<file path="src/hw/rsd_defs.svh">
// constants for the reference select and divider configuration block
// assumes the including file uses them as sized part selects and values
`ifndef RSD_DEFS_SVH
`define RSD_DEFS_SVH

// register word indices, byte address is four times the index
`define RSD_ADDR_W        6
`define RSD_IDX_W         4
`define RSD_IDX_CTRL      4'h0
`define RSD_IDX_STATUS    4'h1
`define RSD_IDX_PLLCFG    4'h2
`define RSD_IDX_PLLST     4'h6
`define RSD_IDX_ODIV      4'ha
`define RSD_IDX_LAST      4'hf

// control word fields
`define RSD_CTRL_W        10
`define RSD_CTRL_PSS      0
`define RSD_CTRL_MODE     2:1
`define RSD_CTRL_AUTO     2
`define RSD_CTRL_TRIM     7:3
`define RSD_CTRL_DRIVE    9:8
`define RSD_CTRL_RST      10'h300

// pll configuration word fields
`define RSD_PLL_W         23
`define RSD_PLL_D         6:0
`define RSD_PLL_N         18:7
`define RSD_PLL_A         22:19
`define RSD_PLL_RST       23'h00_0001
`define RSD_PLL_M_W       14
`define RSD_PLL3_D_MIN    7'h03

// output divider word fields
`define RSD_ODIV_W        10
`define RSD_ODIV_Q        6:0
`define RSD_ODIV_PATH     7
`define RSD_ODIV_DIS      9:8
`define RSD_ODIV_RST      10'h000
`define RSD_Q_ALLONES     7'h7f
`define RSD_DIS_LOW       2'b00
`define RSD_DIS_HIGH      2'b01
`define RSD_DIS_HIZ       1

// load capacitance in eighths of a pF: 3.5 pF base
`define RSD_CAP_BASE      6'h1c

// secondary cycles without a primary edge that mean loss
`define RSD_LOSS_CNT      2'h2

`endif

</file>
<file path="src/hw/rsd_pkg.sv">
// types shared by the reference select and divider configuration block
// assumes nothing of its surroundings
package rsd_pkg;

   typedef enum logic [2:0] {
      st_run  = 3'b001,
      st_park = 3'b010,
      st_swap = 3'b100
   } rsd_sw_state_e;

endpackage

</file>
<file path="src/hw/rsd_out_div.sv">
// one output divider: disable, bypass, divide by 2 or by (q+2)*2
// assumes src_level is a sampled clock level on ref_clk
`timescale 1ns/100ps
`default_nettype none
`include "rsd_defs.svh"

module rsd_out_div (
   // clock and reset
   input  wire logic       ref_clk,
   input  wire logic       rst,
   // source and setting
   input  wire logic       src_level,
   input  wire logic [6:0] div_count,
   input  wire logic       path_bit,
   input  wire logic [1:0] disabled_state,
   // output pin
   output logic            clk_out,
   output logic            clk_oe
);

   logic       src_prev_q;
   logic [6:0] cnt_q;
   logic       out_q;
   logic       oe_q;
   logic       all_ones;
   logic       disabled;
   logic       bypass;
   logic       rise;

   assign all_ones = (div_count == `RSD_Q_ALLONES);
   assign disabled = all_ones && !path_bit;
   assign bypass   = all_ones && path_bit;
   assign rise     = src_level && !src_prev_q;
   assign clk_out  = out_q;
   assign clk_oe   = oe_q;

   always_ff @(posedge ref_clk) begin
      if (rst) begin
         src_prev_q <= 1'b0;
      end else begin
         src_prev_q <= src_level;
      end
   end

   // stopped but powered while disabled
   always_ff @(posedge ref_clk) begin
      if (rst) begin
         cnt_q <= 7'h00;
         out_q <= 1'b0;
      end else if (disabled) begin
         cnt_q <= 7'h00;
         out_q <= (disabled_state == `RSD_DIS_HIGH);
      end else if (bypass) begin
         cnt_q <= 7'h00;
         out_q <= src_level;
      end else if (rise) begin
         if (!path_bit) begin
            out_q <= !out_q;
         end else if (cnt_q >= div_count + 7'h01) begin
            // q+2 source edges per half period, up to 256 overall
            cnt_q <= 7'h00;
            out_q <= !out_q;
         end else begin
            cnt_q <= cnt_q + 7'h01;
         end
      end
   end

   always_ff @(posedge ref_clk) begin
      if (rst) begin
         oe_q <= 1'b1;
      end else begin
         oe_q <= !(disabled && disabled_state[`RSD_DIS_HIZ]);
      end
   end

   disabled_low_a: assert property (@(posedge ref_clk)
      disable iff (rst)
      (disabled && disabled_state == `RSD_DIS_LOW) [*2]
      |-> (!clk_out && clk_oe))
      else $error("disabled divider not held low");

   divided_edge_a: assert property (@(posedge ref_clk)
      disable iff (rst)
      (!all_ones && $past(!all_ones) && !$past(rst) && $changed(clk_out))
      |-> $past(rise))
      else $error("divided output moved without a source edge");

endmodule
`default_nettype wire

</file>
<file path="src/hw/rsd_ref_select.sv">
// reference selection, loss of primary, switchover and divider setup
// assumes an avalon-mm master on ref_clk; reference pins are asynchronous
`timescale 1ns/100ps
`default_nettype none
`include "rsd_defs.svh"

module rsd_ref_select (
   // clock and reset
   input  wire logic                     ref_clk,
   input  wire logic                     rst,
   // avalon-mm slave
   input  wire logic [`RSD_ADDR_W-1:0]   avs_address,
   input  wire logic                     avs_read,
   input  wire logic                     avs_write,
   input  wire logic [31:0]              avs_writedata,
   input  wire logic [3:0]               avs_byteenable,
   output logic [31:0]                   avs_readdata,
   output logic                          avs_waitrequest,
   // reference pins
   input  wire logic                     crystal_ref_input,
   input  wire logic                     aux_clock_input,
   input  wire logic                     input_select_pin,
   // clock outputs
   output logic                          undivided_output,
   output logic [5:0]                    div_out,
   output logic [5:0]                    div_out_oe
);

   rsd_pkg::rsd_sw_state_e sw_state_q;
   logic [`RSD_CTRL_W-1:0] ctrl_q;
   logic [`RSD_PLL_W-1:0]  pll_q   [4];
   logic [`RSD_ODIV_W-1:0] odiv_q  [6];
   logic [31:0]            rdata_q;
   logic                   ack_q;
   logic [2:0]             pin_s1_q, pin_s2_q, pin_s3_q;
   logic [2:0]             pin_f_q;
   logic [1:0]             ref_prev_q;
   logic [1:0]             sec_cnt_q;
   logic                   lost_q, cur_sec_q, ref_out_q;

   logic [`RSD_IDX_W-1:0]  idx;
   logic                   wr_fire;
   logic [31:0]            wmask;
   logic [31:0]            rd_mux;
   logic                   load_cap_trim_f, aux_f, sel_f;
   logic                   pri_f, sec_f, pri_edge, sec_edge;
   logic                   auto_mode, want_sec, cur_ref;
   logic [`RSD_PLL_M_W-1:0] pll_m  [4];
   logic [3:0]             pll_pd, pll_bad;
   logic [5:0]             cap_eighths;

   assign idx             = avs_address[`RSD_ADDR_W-1:2];
   assign avs_waitrequest = (avs_read || avs_write) && !ack_q;
   assign wr_fire         = avs_write && !avs_waitrequest;
   assign avs_readdata    = rdata_q;
   assign wmask = {{8{avs_byteenable[3]}}, {8{avs_byteenable[2]}},
                   {8{avs_byteenable[1]}}, {8{avs_byteenable[0]}}};

   // one wait cycle, then the access completes
   always_ff @(posedge ref_clk) begin
      if (rst) begin
         ack_q <= 1'b0;
      end else begin
         ack_q <= (avs_read || avs_write) && !ack_q;
      end
   end

   always_ff @(posedge ref_clk) begin
      if (rst) begin
         rdata_q <= 32'h0000_0000;
      end else if (avs_read && !ack_q) begin
         rdata_q <= rd_mux;
      end
   end

   always_ff @(posedge ref_clk) begin
      if (rst) begin
         ctrl_q <= `RSD_CTRL_RST;
      end else if (wr_fire && idx == `RSD_IDX_CTRL) begin
         ctrl_q <= (ctrl_q & ~wmask[`RSD_CTRL_W-1:0])
                 | (avs_writedata[`RSD_CTRL_W-1:0] & wmask[`RSD_CTRL_W-1:0]);
      end
   end

   // divider fields: 7-bit reference, 12-bit feedback, 4-bit adjust
   always_ff @(posedge ref_clk) begin
      if (rst) begin
         for (int i = 0; i < 4; i++) begin
            pll_q[i] <= `RSD_PLL_RST;
         end
      end else begin
         for (int i = 0; i < 4; i++) begin
            if (wr_fire && idx == `RSD_IDX_PLLCFG + 4'(i)) begin
               pll_q[i] <= (pll_q[i] & ~wmask[`RSD_PLL_W-1:0])
                 | (avs_writedata[`RSD_PLL_W-1:0] & wmask[`RSD_PLL_W-1:0]);
            end
         end
      end
   end

   always_ff @(posedge ref_clk) begin
      if (rst) begin
         for (int i = 0; i < 6; i++) begin
            odiv_q[i] <= `RSD_ODIV_RST;
         end
      end else begin
         for (int i = 0; i < 6; i++) begin
            if (wr_fire && idx == `RSD_IDX_ODIV + 4'(i)) begin
               odiv_q[i] <= (odiv_q[i] & ~wmask[`RSD_ODIV_W-1:0])
                 | (avs_writedata[`RSD_ODIV_W-1:0] & wmask[`RSD_ODIV_W-1:0]);
            end
         end
      end
   end

   always_comb begin
      for (int i = 0; i < 4; i++) begin
         pll_m[i] = `RSD_PLL_M_W'(pll_q[i][`RSD_PLL_N]);
      end
      if (pll_q[0][`RSD_PLL_A] != 4'h0) begin
         pll_m[0] = `RSD_PLL_M_W'({pll_q[0][`RSD_PLL_N], 1'b0})
                  + `RSD_PLL_M_W'(pll_q[0][`RSD_PLL_A])
                  + `RSD_PLL_M_W'(1);
      end else begin
         pll_m[0] = `RSD_PLL_M_W'({pll_q[0][`RSD_PLL_N], 1'b0});
      end
      for (int i = 0; i < 3; i++) begin
         pll_pd[i]  = (pll_q[i][`RSD_PLL_D] == 7'h00);
         pll_bad[i] = 1'b0;
      end
      pll_pd[3]  = 1'b0;
      pll_bad[3] = (pll_q[3][`RSD_PLL_D] < `RSD_PLL3_D_MIN);
   end

   assign cap_eighths = `RSD_CAP_BASE + {1'b0, ctrl_q[`RSD_CTRL_TRIM]};

   always_comb begin
      rd_mux = 32'h0000_0000;
      if (idx == `RSD_IDX_CTRL) begin
         rd_mux[`RSD_CTRL_W-1:0] = ctrl_q;
      end else if (idx == `RSD_IDX_STATUS) begin
         rd_mux[11:0] = {sw_state_q, cap_eighths,
                         auto_mode && ctrl_q[`RSD_CTRL_PSS],
                         lost_q, cur_sec_q};
      end else if (idx >= `RSD_IDX_PLLCFG && idx < `RSD_IDX_PLLST) begin
         rd_mux[`RSD_PLL_W-1:0] = pll_q[2'(idx - `RSD_IDX_PLLCFG)];
      end else if (idx >= `RSD_IDX_PLLST && idx < `RSD_IDX_ODIV) begin
         rd_mux[15:0] = {pll_bad[2'(idx - `RSD_IDX_PLLST)],
                         pll_pd[2'(idx - `RSD_IDX_PLLST)],
                         pll_m[2'(idx - `RSD_IDX_PLLST)]};
      end else if (idx >= `RSD_IDX_ODIV) begin
         rd_mux[`RSD_ODIV_W-1:0] = odiv_q[3'(idx - `RSD_IDX_ODIV)];
      end
   end

   always_ff @(posedge ref_clk) begin
      if (rst) begin
         {pin_s3_q, pin_s2_q, pin_s1_q} <= 9'h000;
         pin_f_q  <= 3'h0;
      end else begin
         {pin_s3_q, pin_s2_q, pin_s1_q} <= {pin_s2_q, pin_s1_q,
            input_select_pin, aux_clock_input, crystal_ref_input};
         for (int i = 0; i < 3; i++) begin
            if (pin_s2_q[i] == pin_s3_q[i]) begin
               pin_f_q[i] <= pin_s3_q[i];
            end
         end
      end
   end

   assign load_cap_trim_f = pin_f_q[0];
   assign aux_f  = pin_f_q[1];
   assign sel_f  = pin_f_q[2];
   assign pri_f  = ctrl_q[`RSD_CTRL_PSS] ? aux_f : load_cap_trim_f;
   assign sec_f  = ctrl_q[`RSD_CTRL_PSS] ? load_cap_trim_f : aux_f;
   assign pri_edge = pri_f && !ref_prev_q[0];
   assign sec_edge = sec_f && !ref_prev_q[1];

   always_ff @(posedge ref_clk) begin
      if (rst) begin
         ref_prev_q <= 2'b00;
      end else begin
         ref_prev_q <= {sec_f, pri_f};
      end
   end

   // sound only while secondary is no faster than primary
   always_ff @(posedge ref_clk) begin
      if (rst) begin
         sec_cnt_q <= 2'h0;
         lost_q    <= 1'b0;
      end else if (pri_edge) begin
         sec_cnt_q <= 2'h0;
         lost_q    <= 1'b0;
      end else if (sec_edge && sec_cnt_q != `RSD_LOSS_CNT) begin
         sec_cnt_q <= sec_cnt_q + 2'h1;
         if (sec_cnt_q + 2'h1 == `RSD_LOSS_CNT) begin
            lost_q <= 1'b1;
         end
      end
   end

   assign auto_mode = ctrl_q[`RSD_CTRL_AUTO];
   assign cur_ref   = cur_sec_q ? sec_f : pri_f;

   // crystal-driven input is assumed absent from switching setups
   always_comb begin
      if (!auto_mode) begin
         want_sec = sel_f;
      end else if (!ctrl_q[`RSD_CTRL_PSS]) begin
         want_sec = lost_q;
      end else begin
         want_sec = 1'b0;
      end
   end

   // park until the old source is low, or at once on primary loss, then wait for the new one low
   always_ff @(posedge ref_clk) begin
      if (rst) begin
         sw_state_q <= rsd_pkg::st_run;
         cur_sec_q  <= 1'b0;
      end else begin
         unique case (sw_state_q)
            rsd_pkg::st_run: begin
               if (want_sec != cur_sec_q) begin
                  sw_state_q <= rsd_pkg::st_park;
               end
            end
            rsd_pkg::st_park: begin
               if (!cur_ref || (lost_q && !cur_sec_q)) begin
                  cur_sec_q  <= want_sec;
                  sw_state_q <= rsd_pkg::st_swap;
               end
            end
            rsd_pkg::st_swap: begin
               if (!cur_ref) begin
                  sw_state_q <= rsd_pkg::st_run;
               end
            end
            default: begin
               sw_state_q <= rsd_pkg::st_run;
            end
         endcase
      end
   end

   always_ff @(posedge ref_clk) begin
      if (rst) begin
         ref_out_q <= 1'b0;
      end else if (sw_state_q == rsd_pkg::st_swap) begin
         ref_out_q <= 1'b0;
      end else begin
         ref_out_q <= cur_ref;
      end
   end

   assign undivided_output = ref_out_q;

   for (genvar g = 0; g < 6; g++) begin : g_odiv
      rsd_out_div u_div (
         .ref_clk        (ref_clk),
         .rst            (rst),
         .src_level      (ref_out_q),
         .div_count      (odiv_q[g][`RSD_ODIV_Q]),
         .path_bit       (odiv_q[g][`RSD_ODIV_PATH]),
         .disabled_state (odiv_q[g][`RSD_ODIV_DIS]),
         .clk_out        (div_out[g]),
         .clk_oe         (div_out_oe[g])
      );
   end

   first_synth_loop_total_a: assert property (@(posedge ref_clk) disable iff (rst)
      pll_m[0] == ((pll_q[0][`RSD_PLL_A] != 4'h0) ?
         `RSD_PLL_M_W'(2 * pll_q[0][`RSD_PLL_N] + pll_q[0][`RSD_PLL_A] + 1)
       : `RSD_PLL_M_W'(2 * pll_q[0][`RSD_PLL_N])))
      else $error("first loop total feedback wrong");
   pll_plain_a: assert property (@(posedge ref_clk) disable iff (rst)
      pll_m[3] == `RSD_PLL_M_W'(pll_q[3][`RSD_PLL_N])
      && pll_m[1] == `RSD_PLL_M_W'(pll_q[1][`RSD_PLL_N]))
      else $error("plain loop feedback wrong");
   pll_down_a: assert property (@(posedge ref_clk) disable iff (rst)
      pll_pd[2] == (pll_q[2][`RSD_PLL_D] == 7'h00)
      && pll_bad[3] == (pll_q[3][`RSD_PLL_D] <= 7'h02))
      else $error("power down or illegal divide flag wrong");
   load_cap_a: assert property (@(posedge ref_clk) disable iff (rst)
      cap_eighths == 6'(28 + ctrl_q[`RSD_CTRL_TRIM]))
      else $error("load capacitance code wrong");
   loss_set_a: assert property (@(posedge ref_clk) disable iff (rst)
      (sec_edge && sec_cnt_q == 2'h1 && !pri_edge) |=> lost_q)
      else $error("primary loss not flagged");
   revert_a: assert property (@(posedge ref_clk) disable iff (rst)
      pri_edge |=> (!lost_q && sec_cnt_q == 2'h0))
      else $error("primary edge did not clear loss");
   aux_no_auto_a: assert property (@(posedge ref_clk)
      disable iff (rst)
      (auto_mode && ctrl_q[`RSD_CTRL_PSS]) |-> !want_sec)
      else $error("auto switch with aux primary");
   swap_quiet_a: assert property (@(posedge ref_clk) disable iff (rst)
      $changed(cur_sec_q) |-> sw_state_q == rsd_pkg::st_swap ##1 !ref_out_q)
      else $error("output not parked at switchover");
   manual_pin_a: assert property (@(posedge ref_clk) disable iff (rst)
      (!auto_mode && sw_state_q == rsd_pkg::st_run && sel_f != cur_sec_q)
      |=> sw_state_q == rsd_pkg::st_park)
      else $error("manual select not acted on");
   bus_wait_a: assert property (@(posedge ref_clk) disable iff (rst)
      ((avs_read || avs_write) && avs_waitrequest) |=> !avs_waitrequest)
      else $error("waitrequest held more than one cycle");

endmodule
`default_nettype wire

</file>
<file path="config.mk">
export PLATFORM = sky130hd
export DESIGN_NAME = rsd_ref_select
export DESIGN_NICKNAME = d
export VERILOG_FILES = /design/src/hw/rsd_pkg.sv /design/src/hw/rsd_out_div.sv /design/src/hw/rsd_ref_select.sv
export VERILOG_INCLUDE_DIRS = /design/src /design/src/hw
export SDC_FILE = /design/constraint.sdc
export NUM_CORES = 1
export LEC_CHECK = 0
export ABC_AREA = 1
export BUFFER_PORTS_ARGS = -buffer_cell sky130_fd_sc_hd__buf_4
export CORE_ASPECT_RATIO = 0.6
export CORE_MARGIN = 4
export CORE_UTILIZATION = 60
export DETAILED_ROUTE_END_ITERATION = 16
export GPL_TIMING_DRIVEN = 0
export PLACE_DENSITY = 0.79
export SYNTH_ARGS = -nofsm -noshare
export SYNTH_HDL_FRONTEND = slang
export SYNTH_SLANG_ARGS = --single-unit
</file>
<file path="constraint.sdc">
create_clock -name ref_clk -period 4.45 [get_ports ref_clk]
set_clock_uncertainty 0.15 [all_clocks]
set_input_delay 0.89 -clock ref_clk [delete_from_list [all_inputs] [get_ports ref_clk]]
set_output_delay 0.89 -clock ref_clk [all_outputs]
set_load 0.005 [all_outputs]
</file>
### After elaboration in Yosys (flattened, before gate mapping)

Memory sizes are Yosys's and may differ from the RTL's.
Cells that the tools add are included.
W data, S select, Z words.

* add/subtract/negate cells: 19
* $lt $le $gt $ge: 14
* eq/ne operators: 41
* muxes and demuxes: 104
* bitwise gates (word level): 37
* reduce and logical (&&, ||, !) cells: 101

Operators with widths (number)
* $and A23 B23 Y23: 5
* $mux W23: 4
* $or A23 B23 Y23: 4
* $mux W10: 9
* $add A7 B1 Y7 const B: 12
* $and A10 B10 Y10: 8
* $or A10 B10 Y10: 7
* $mux W1: 69
* $mux W7: 7
* $eq A7 B7 Y1 const B: 6
* $ge A7 B7 Y1: 6
* $mux W14: 3
* $logic_and A1 B1 Y1: 40
* $bmux W14 S2: 1
* $reduce_and A2 Y1: 14
* $logic_not A1 Y1: 25
* $eq A4 B4 Y1 const B: 6
* $ne A4 B4 Y1 const B: 6
* $not A23 Y23: 1
* $logic_not A7 Y1: 3
* $reduce_bool A3 Y1: 6
* $reduce_or A3 Y1: 6
* $mux W16: 1
* $add A13 B4 Y14: 1
* other kinds (39): 66

* register bits after elaboration: 111
* bits in writable memories: 152
* output and inout bits: 46
* logic and storage cells: 352
* memories kept: 2

Memory list
* pll_q: depth 4, bits a word 23, read ports 5, clocked after Yosys merged registers in 0, write ports 4, line rsd_ref_select.sv:31 `` logic [`RSD_PLL_W-1:0] pll_q [4]; ``
* odiv_q: depth 6, bits a word 10, read ports 7, clocked after Yosys merged registers in 0, write ports 6, line rsd_ref_select.sv:32 `` logic [`RSD_ODIV_W-1:0] odiv_q [6]; ``

### Longest topological paths before layout

Gate-level depths: netlist of run 1.
An unclocked memory read counts as a cell.

* depth in word-level cells: 11
* gate-level depth with buffers: 18
* mapped depth without buffers: 18

### Hierarchy

From an unflattened synthesis of run 1, not the netlist that was laid out.

* cell total of the unflattened synthesis: 1913
* area, all modules: 15356.0 um^2

Modules (own cells, without submodules)
* rsd_ref_select: times used 1, cells each 1259, area an instance 10603.9 um^2
* rsd_out_div: times used 6, cells each 109, area an instance 792.0 um^2

### Worst setup path before layout of run 1

No wires, ideal clock.

* path kind: input -> register
* start: input port avs_read
* end: memory pll_q[0][0] (netlist bit) (enable)
* library setup time: 0.435 ns
* arrival: 3.122 ns
* required time: 3.865 ns
* path slack: 0.743 ns
* stages on the path: 6
* buffers on the path: 0
* cells stage by stage: nor2_1 or2_1 nand2_1 inv_1 nand2_1 o21ai_0

RTL lines
* from (decl): line rsd_ref_select.sv:13 `input wire logic avs_read,`
* to (decl): line rsd_ref_select.sv:31

==> results.yml, run 1 <==
run_status:
  status: "complete, no violations"
finish:
  drive_gt1_share_pct: 11.4
  antennaDiodeCount: 0
  finish.net_count: 2070
  postLayoutCellArea_mm2: 0.0168
  syn_to_final_growth_pct: 12.6
logic_synthesis:
  muxShareOfSynthArea_pct: 0.0672
  yosysUniqueCellTypes: 52
  synth_xor_area_share_pct: 3.35
  yosys.area_share.simple_pct: 24.2
  synth_edf_count: 152
  syn-cell-area_mm2: 0.0149
  ys_warn_count: 0
  yosysSeqAreaShare_pct: 45.5
  ys.flop_type: "edfxtp_1"
  synth_cells: 1850
  synth-async-reset-ratio_pct: 0
  ys_seq_elements: 263
  synth_adder_area_share_pct: 5.34
  synth_top_family_by_area: "simple AND/OR/NAND/NOR gates"
  syn_avg_cell_area_um2: 8.06
  synth-compound-area-share_pct: 13.7
clocking:
  clk_latency_ns: 0.56
  cts_htree_levels: 1
  numCtsBuffers: 26
  clk_pin_slew_worst_paths_ns: 0.07
  cts_root_buf: "clkbuf_16"
  ctsHoldBuffers: 0
  cts_sinks: 263
  clockBufferDepth: 3
  cts_tree: "built"
  cts_resized: 0
  cts_setup_buffers: 0
die:
  core_area_mm2: 0.0243
  rows: 44
  pin_count: 95
  die_h_um: 130
  die_w_um: 211
  initial_core_util_pct: 61.2
  dieArea_mm2: 0.0275
power:
  p_per_area_mw_per_mm2: 344
  p_int_mw: 4.18
  p_comb_share_pct: 12.8
  clkPwrFrac_pct: 39.8
  sequentialPowerShare_pct: 47.3
  p_sw_share_pct: 27.5
  total_power_mw: 5.77
  p_leak_nw: 6.92
  switchingPower_mw: 1.59
  ir_drop_v: 0.000330
route:
  wirelength_um: 47900
  ant_nets: 0
  wl_per_cell_um: 20.8
  drt_pre_antenna_iters: 6
  drcViolationCount: 0
  drt_iter0_drc: 1884
  vias: 14000
  viasPerCell: 6.07
setup_path:
  crit_type: "input port to flip-flop"
  cp_cell_sequence: "buf_4, nor2_1, or2_1, nand2_1, nor3_2, inv_1, o21ai_1"
  slowest_delay_ns: 0.82
  start_kind: "input port"
  arrival_ns: 3.13
  endpoint_kind: "flip-flop"
  cp_max_fo: 10
  cpMaxStageDelayCell: "o21ai_1"
  ff2ff_path_depth: 12
  cp.required_ns: 4.47
worst_hold_path:
  hold_depth: 2
  hp-class: "flip-flop to flip-flop"
placed_design:
  routabilityCongestion: 1.01
  placedInstanceArea_mm2: 0.0159
  portBuffers: 70
  hpwl_um: 35700
timing:
  max_freq_mhz: 322
  maxSlewViolCount: 0
  rsz0062_at_grt: "no"
  relSlewSlack_pct: 33.5
  final.min_clock_period_ns: 3.10
  post-route-period-util_pct: 69.8
  worstMarginPinSlew_ns: 0.991
  setup_viol: 0
  hold_violations: 0
flow_run:
  maxCapViolCount: 0
grt:
  grt_start_max_net_pins: 24
  antenna_found_initial: 2
  grt_pass1_vias: 12600
  groute.usage.overall_pct: 34.0
  grt_pass1_wl_um: 72600
  grt_overflow: 0
==> per-stage QoR <==
stage	hold WS (ns)	cells	setup slack (ns)	utilization [%]	setup TNS, ns
after floorplan	0.238	1858	0.743	-	0
after global placement	0.247	2250	-0.888	65.2	-33.25
after detailed placement	0.262	2252	0.574	65.3	0
after CTS	0.271	2300	1.12	68.9	0
after global routing	0.285	2300	1.20	68.9	0
final	0.266	2300	1.35	68.9	0
==> path summary, 6_finish.rpt <==
check                                  start                  endpoint  slack (ns)
worst max-delay path               avs_write              odiv_q[4][0]        1.35
worst min-delay path             pin_s1_q[1]               pin_s2_q[1]        0.27
worst max register to register  odiv_q[4][1]  g_odiv[4].u_div.cnt_q[1]        1.54
worst min register to register   pin_s1_q[1]               pin_s2_q[1]        0.27
==> cell families (layout without fill, tap and decap cells) <==
| logic type | Yosys count | in the layout |
|---|---|---|
| adders and majority gates | 63 | 63 |
| and+or+nand+nor | 831 | 831 |
| other | 1 | 9 |
| DFF | 263 | 263 |
| buffers and inverters | 263 | 383 |
| muxes | 1 | 1 |
| AOI/OAI and AO/OA | 371 | 371 |
| xor gates and xnor gates | 57 | 57 |
==> worst max-delay path: cells and delay by family <==
family / cells / cell delay, ns
buffers and inverters: 2 / 0.35
AND/OR/NAND/NOR: 4 / 1.07
AO/OA/AOI/OAI: 1 / 0.82
==> synth_stat cells, drive strengths merged, types with 6 or more instances <==
cell type	instances	area share [%]
or2	7	0.29
o22ai	7	0.29
a21oi	238	8.0
clkinv	11	0.28
nand3	128	4.4
clkbuf	31	0.78
nor2	305	8.3
xnor2	16	0.94
o211ai	7	0.35
nand4	25	1.0
edfxtp	152	31
o21ai	63	2.1
inv	171	4.3
a211oi	10	0.50
xor2	41	2.4
nand3b	6	0.30
nor3	25	0.97
a22oi	15	0.82
ha	62	5.2
nand2	328	8.5
dfxtp	111	15
buf	50	2.5
==> cell type report <==
| type | instances | area, um^2 |
|---|---|---|
| fillers | 1994 | 7560 |
| multi-input cells | 1332 | 6990 |
| flip-flops and latches | 263 | 6790 |
| inverters | 182 | 683 |
| plain buffers | 81 | 484 |
| clock inverters | 13 | 87.6 |
| well taps | 322 | 403 |
| repair buffers | 72 | 556 |
| clock buffers | 35 | 790 |
==> layer usage <==
| metal | GRT usage [%] | part of all wire (%) | vias up |
|---|---|---|---|
| li1 | - | - | 6434 |
| met1 | 52.3 | 43 | 6537 |
| met2 | 45.5 | 39 | 909 |
| met3 | 13.1 | 16 | 81 |
| met4 | 6.13 | 2.0 | 2 |
| met5 | 0 | 0.025 | - |
==> registers in the layout (all words and copies together) (netlist names), named ones only <==
name / count
ack_q: 1
avs_readdata: 23
cur_sec_q: 1
g_odiv.u_div.clk_oe: 6
g_odiv.u_div.clk_out: 6
g_odiv.u_div.cnt_q: 42
g_odiv.u_div.src_prev_q: 1
lost_q: 1
odiv_q: 60
pin_f_q: 3
pin_s1_q: 3
pin_s2_q: 3
pin_s3_q: 3
pll_q: 92
ref_prev_q: 2
sec_cnt_q: 2
sw_state_q: 3
undivided_output: 1
==> power groups by stage <==
| stage | combinational, mW | clock, mW | sequential, mW |
|---|---|---|---|
| CTS | 0.710 | 2.28 | 2.73 |
| floorplan | 0.452 | 0 | 2.76 |
| finish | 0.740 | 2.30 | 2.73 |
| global placement | 0.690 | 0 | 2.78 |
| detailed placement | 0.705 | 0 | 2.78 |
| global route | 0.802 | 2.40 | 2.74 |
==> cell usage in the layout (no fill, tap or decap), types with 16 or more instances in the layout <==
cell type / n
clkbuf_1: 34
xnor2_1: 16
a21oi_1: 238
edfxtp_1: 152
o21ai_0: 44
xor2_1: 41
nor3_1: 21
inv_2: 20
buf_4: 96
o21ai_1: 17
nand2_1: 319
clkinv_1: 16
inv_1: 151
ha_1: 62
dfxtp_1: 111
nor2_1: 288
clkbuf_16: 30
nand4_1: 25
nand3_1: 124
Note: power is estimated with default switching activity, not from simulation.
==> run 2: changes to the inputs <==
- CORE_UTILIZATION: 60 -> 56
- PLACE_DENSITY: 0.79 -> 0.77
- clock period: 4.45 -> 2.5 ns (I/O delays scaled with it)
==> results.yml, run 2 (synthesized netlist as in run 1, its figures left out) <==
timing:
  setup_viol: 1
  layout_setup_ws_ns: -0.107
  maxSlewViolCount: 0
  worstMarginPinSlew_ns: 0.991
  rsz0062_at_grt: "yes"
  relSlewSlack_pct: 33.9
  hold_violations: 0
  final.min_clock_period_ns: 2.61
  post-route-period-util_pct: 104
  max_freq_mhz: 384
run_status:
  status: "finished, violations left"
  violations: "negative setup slack"
finish:
  antennaDiodeCount: 0
  largest_reg_flops: 92
  layout_commonest_cell: "nand2_1"
  regMostFlops: "pll_q"
  drive_gt1_share_pct: 17.8
  syn_to_final_growth_pct: 18.5
  final_cell_mix: "nand2_1 (304), nor2_1 (283), a21oi_1 (231)"
  reg_top3: "pll_q (92), odiv_q (60), g_odiv.u_div.cnt_q (42)"
  finish.net_count: 2107
  fillers: 2091
die:
  die_w_um: 219
  core_area_mm2: 0.0257
  rows: 45
  pin_count: 95
  dieArea_mm2: 0.0294
  die_h_um: 134
  initial_core_util_pct: 57.9
clocking:
  numCtsBuffers: 26
  cts_htree_levels: 1
  cts_root_buf: "clkbuf_16"
  cts_sinks: 263
  cts_tree: "built"
  clk_latency_ns: 0.57
  clockBufferDepth: 3
  clk_pin_slew_worst_paths_ns: 0.07
route:
  viasPerCell: 6.00
  drt_iter0_drc: 2071
  wirelength_um: 49500
  wl_per_cell_um: 20.9
  ant_nets: 0
  drcViolationCount: 0
  vias: 14200
  drt_pre_antenna_iters: 6
setup_path:
  ff2ff_path_depth: 16
  start_kind: "flip-flop"
  cpMaxStageDelayCell: "edfxtp_1"
  reg2reg_slack_ns: -0.11
  arrival_ns: 2.86
  endpoint_kind: "flip-flop"
  slowest_delay_ns: 0.38
  regToRegEndpoint: "g_odiv[0].u_div.clk_out"
  cp.required_ns: 2.75
  r2r_start: "odiv_q[0][1]"
  cp_cell_sequence: "buf_6, ha_4, nand2_4, nor2_4, nand3_4, nor2_4, inv_2, nand2_2, ha_4, a21oi_1, o21a_1, nand3_2, o21ai_2, nand2_1, nand2_1, a21oi_2"
  cp_max_fo: 2
  crit_type: "flip-flop to flip-flop"
grt:
  antenna_found_initial: 0
  grt_overflow: 0
  grt_pass1_wl_um: 72400
  grt_pass1_vias: 12600
  groute.usage.overall_pct: 32.0
  grt_start_max_net_pins: 24
power:
  p_sw_share_pct: 29.0
  ir_drop_v: 0.000466
  total_power_mw: 10.1
  clkPwrFrac_pct: 38.2
  p_leak_nw: 7.18
  p_comb_share_pct: 13.9
  p_per_area_mw_per_mm2: 575
  p_int_mw: 7.21
  sequentialPowerShare_pct: 47.9
  switchingPower_mw: 2.94
worst_hold_path:
  hold_end: "pin_s1_q[1]"
  hold_depth: 3
  hp-class: "input port to flip-flop"
  min-delay-start: "aux_clock_input"
placed_design:
  preCtsSetupSlack_ns: -0.637
  routabilityCongestion: 1.03
  hpwl_um: 35600
  portBuffers: 70
flow_run:
  maxCapViolCount: 0
-- run 2: changes by cell type in the layout (fill, tap and decap cells not counted), sizes merged --
cell | previous run | this run
clkinvlp | 0 | 4
clkinv | 22 | 23
inv | 172 | 173
bufinv | 1 | 0
clkdlybuf4s15 | 0 | 1
clkbuf | 66 | 59
dlygate4sd3 | 0 | 1
buf | 122 | 159
-- run 2: final cells by class --
class	instances	area [um^2]	area share (%)
sequential	263	6790	38.4
timing repair buffer	110	871	4.93
buffer	80	487	2.76
tap	352	440	2.49
inverter	182	683	3.87
clock inverter	18	113	0.638
multi-input combinational	1332	7570	42.9
clock buffer	30	707	4.00
-- run 2: through the flow --
stage / setup TNS, ns / cell area, um^2 / util, % / hold slack, ns / std cells
2_1_floorplan: -10.36 / 14900 / - / 0.238 / 1858
3_3_place_gp: -122.81 / 15900 / 61.8 / 0.242 / 2280
3_5_place_dp: -87.11 / 15900 / 61.9 / 0.248 / 2282
4_1_cts: -5.19 / 17000 / 66.1 / 0.00692 / 2345
5_1_grt: -1.53 / 17700 / 68.6 / 0.0218 / 2367
6_report: -0.107 / 17700 / 68.6 / 0.00664 / 2367
-- run 2: worst max path at each step --
stage	startpoint	to	slack, ns	cells after the start
after detailed placement	rst	odiv_q[2][5]	-0.64	5
final	odiv_q[0][1]	g_odiv[0].u_div.clk_out	-0.11	16
after floorplan	avs_read	pll_q[1][0]	-0.20	6
after global placement	avs_read	pll_q[1][15]	-1.43	7
after global routing	odiv_q[0][1]	g_odiv[0].u_div.clk_out	-0.16	16
after CTS	ack_q	odiv_q[5][2]	-0.19	5
-- run 2: layer usage --
| layer | vias up | wire (um) | global-route usage, % |
|---|---|---|---|
| li1 | 6506 | - | - |
| met1 | 6657 | 20500 | 48.2 |
| met2 | 954 | 19800 | 42.8 |
| met3 | 75 | 8320 | 13.8 |
| met4 | 0 | 832 | 5.61 |
| met5 | - | 0 | 0 |
-- run 2: what timing repair did --
item | CTS | global route
resized for setup | 38 | 99
endpoints found under the hold margin | 1 | 0
buffers inserted | 14 | 23
hold buffers | 1 | 0
setup endpoints to repair | 87 | 167
pin swaps | 8 | 60
-- run 2: worst max-delay path, delay by kind of cell, from the launching register on --
| kind | cells | cell delay [ns] |
|---|---|---|
| flip-flops | 1 | 0.38 |
| buffers and inverters | 2 | 0.18 |
| AND/OR/NAND/NOR | 8 | 0.80 |
| AO/OA/AOI/OAI | 4 | 0.58 |
| adder cells (fa/ha/maj) | 2 | 0.36 |
-- run 2: power groups by stage --
stage          registers (mW)  logic, mW  clock network, mW
2_1_floorplan            4.90      0.806                  0
3_3_place_gp             4.94       1.22                  0
3_5_place_dp             4.95       1.25                  0
4_1_cts                  4.85       1.28               3.85
5_1_grt                  4.87       1.50               4.03
6_report                 4.86       1.41               3.88
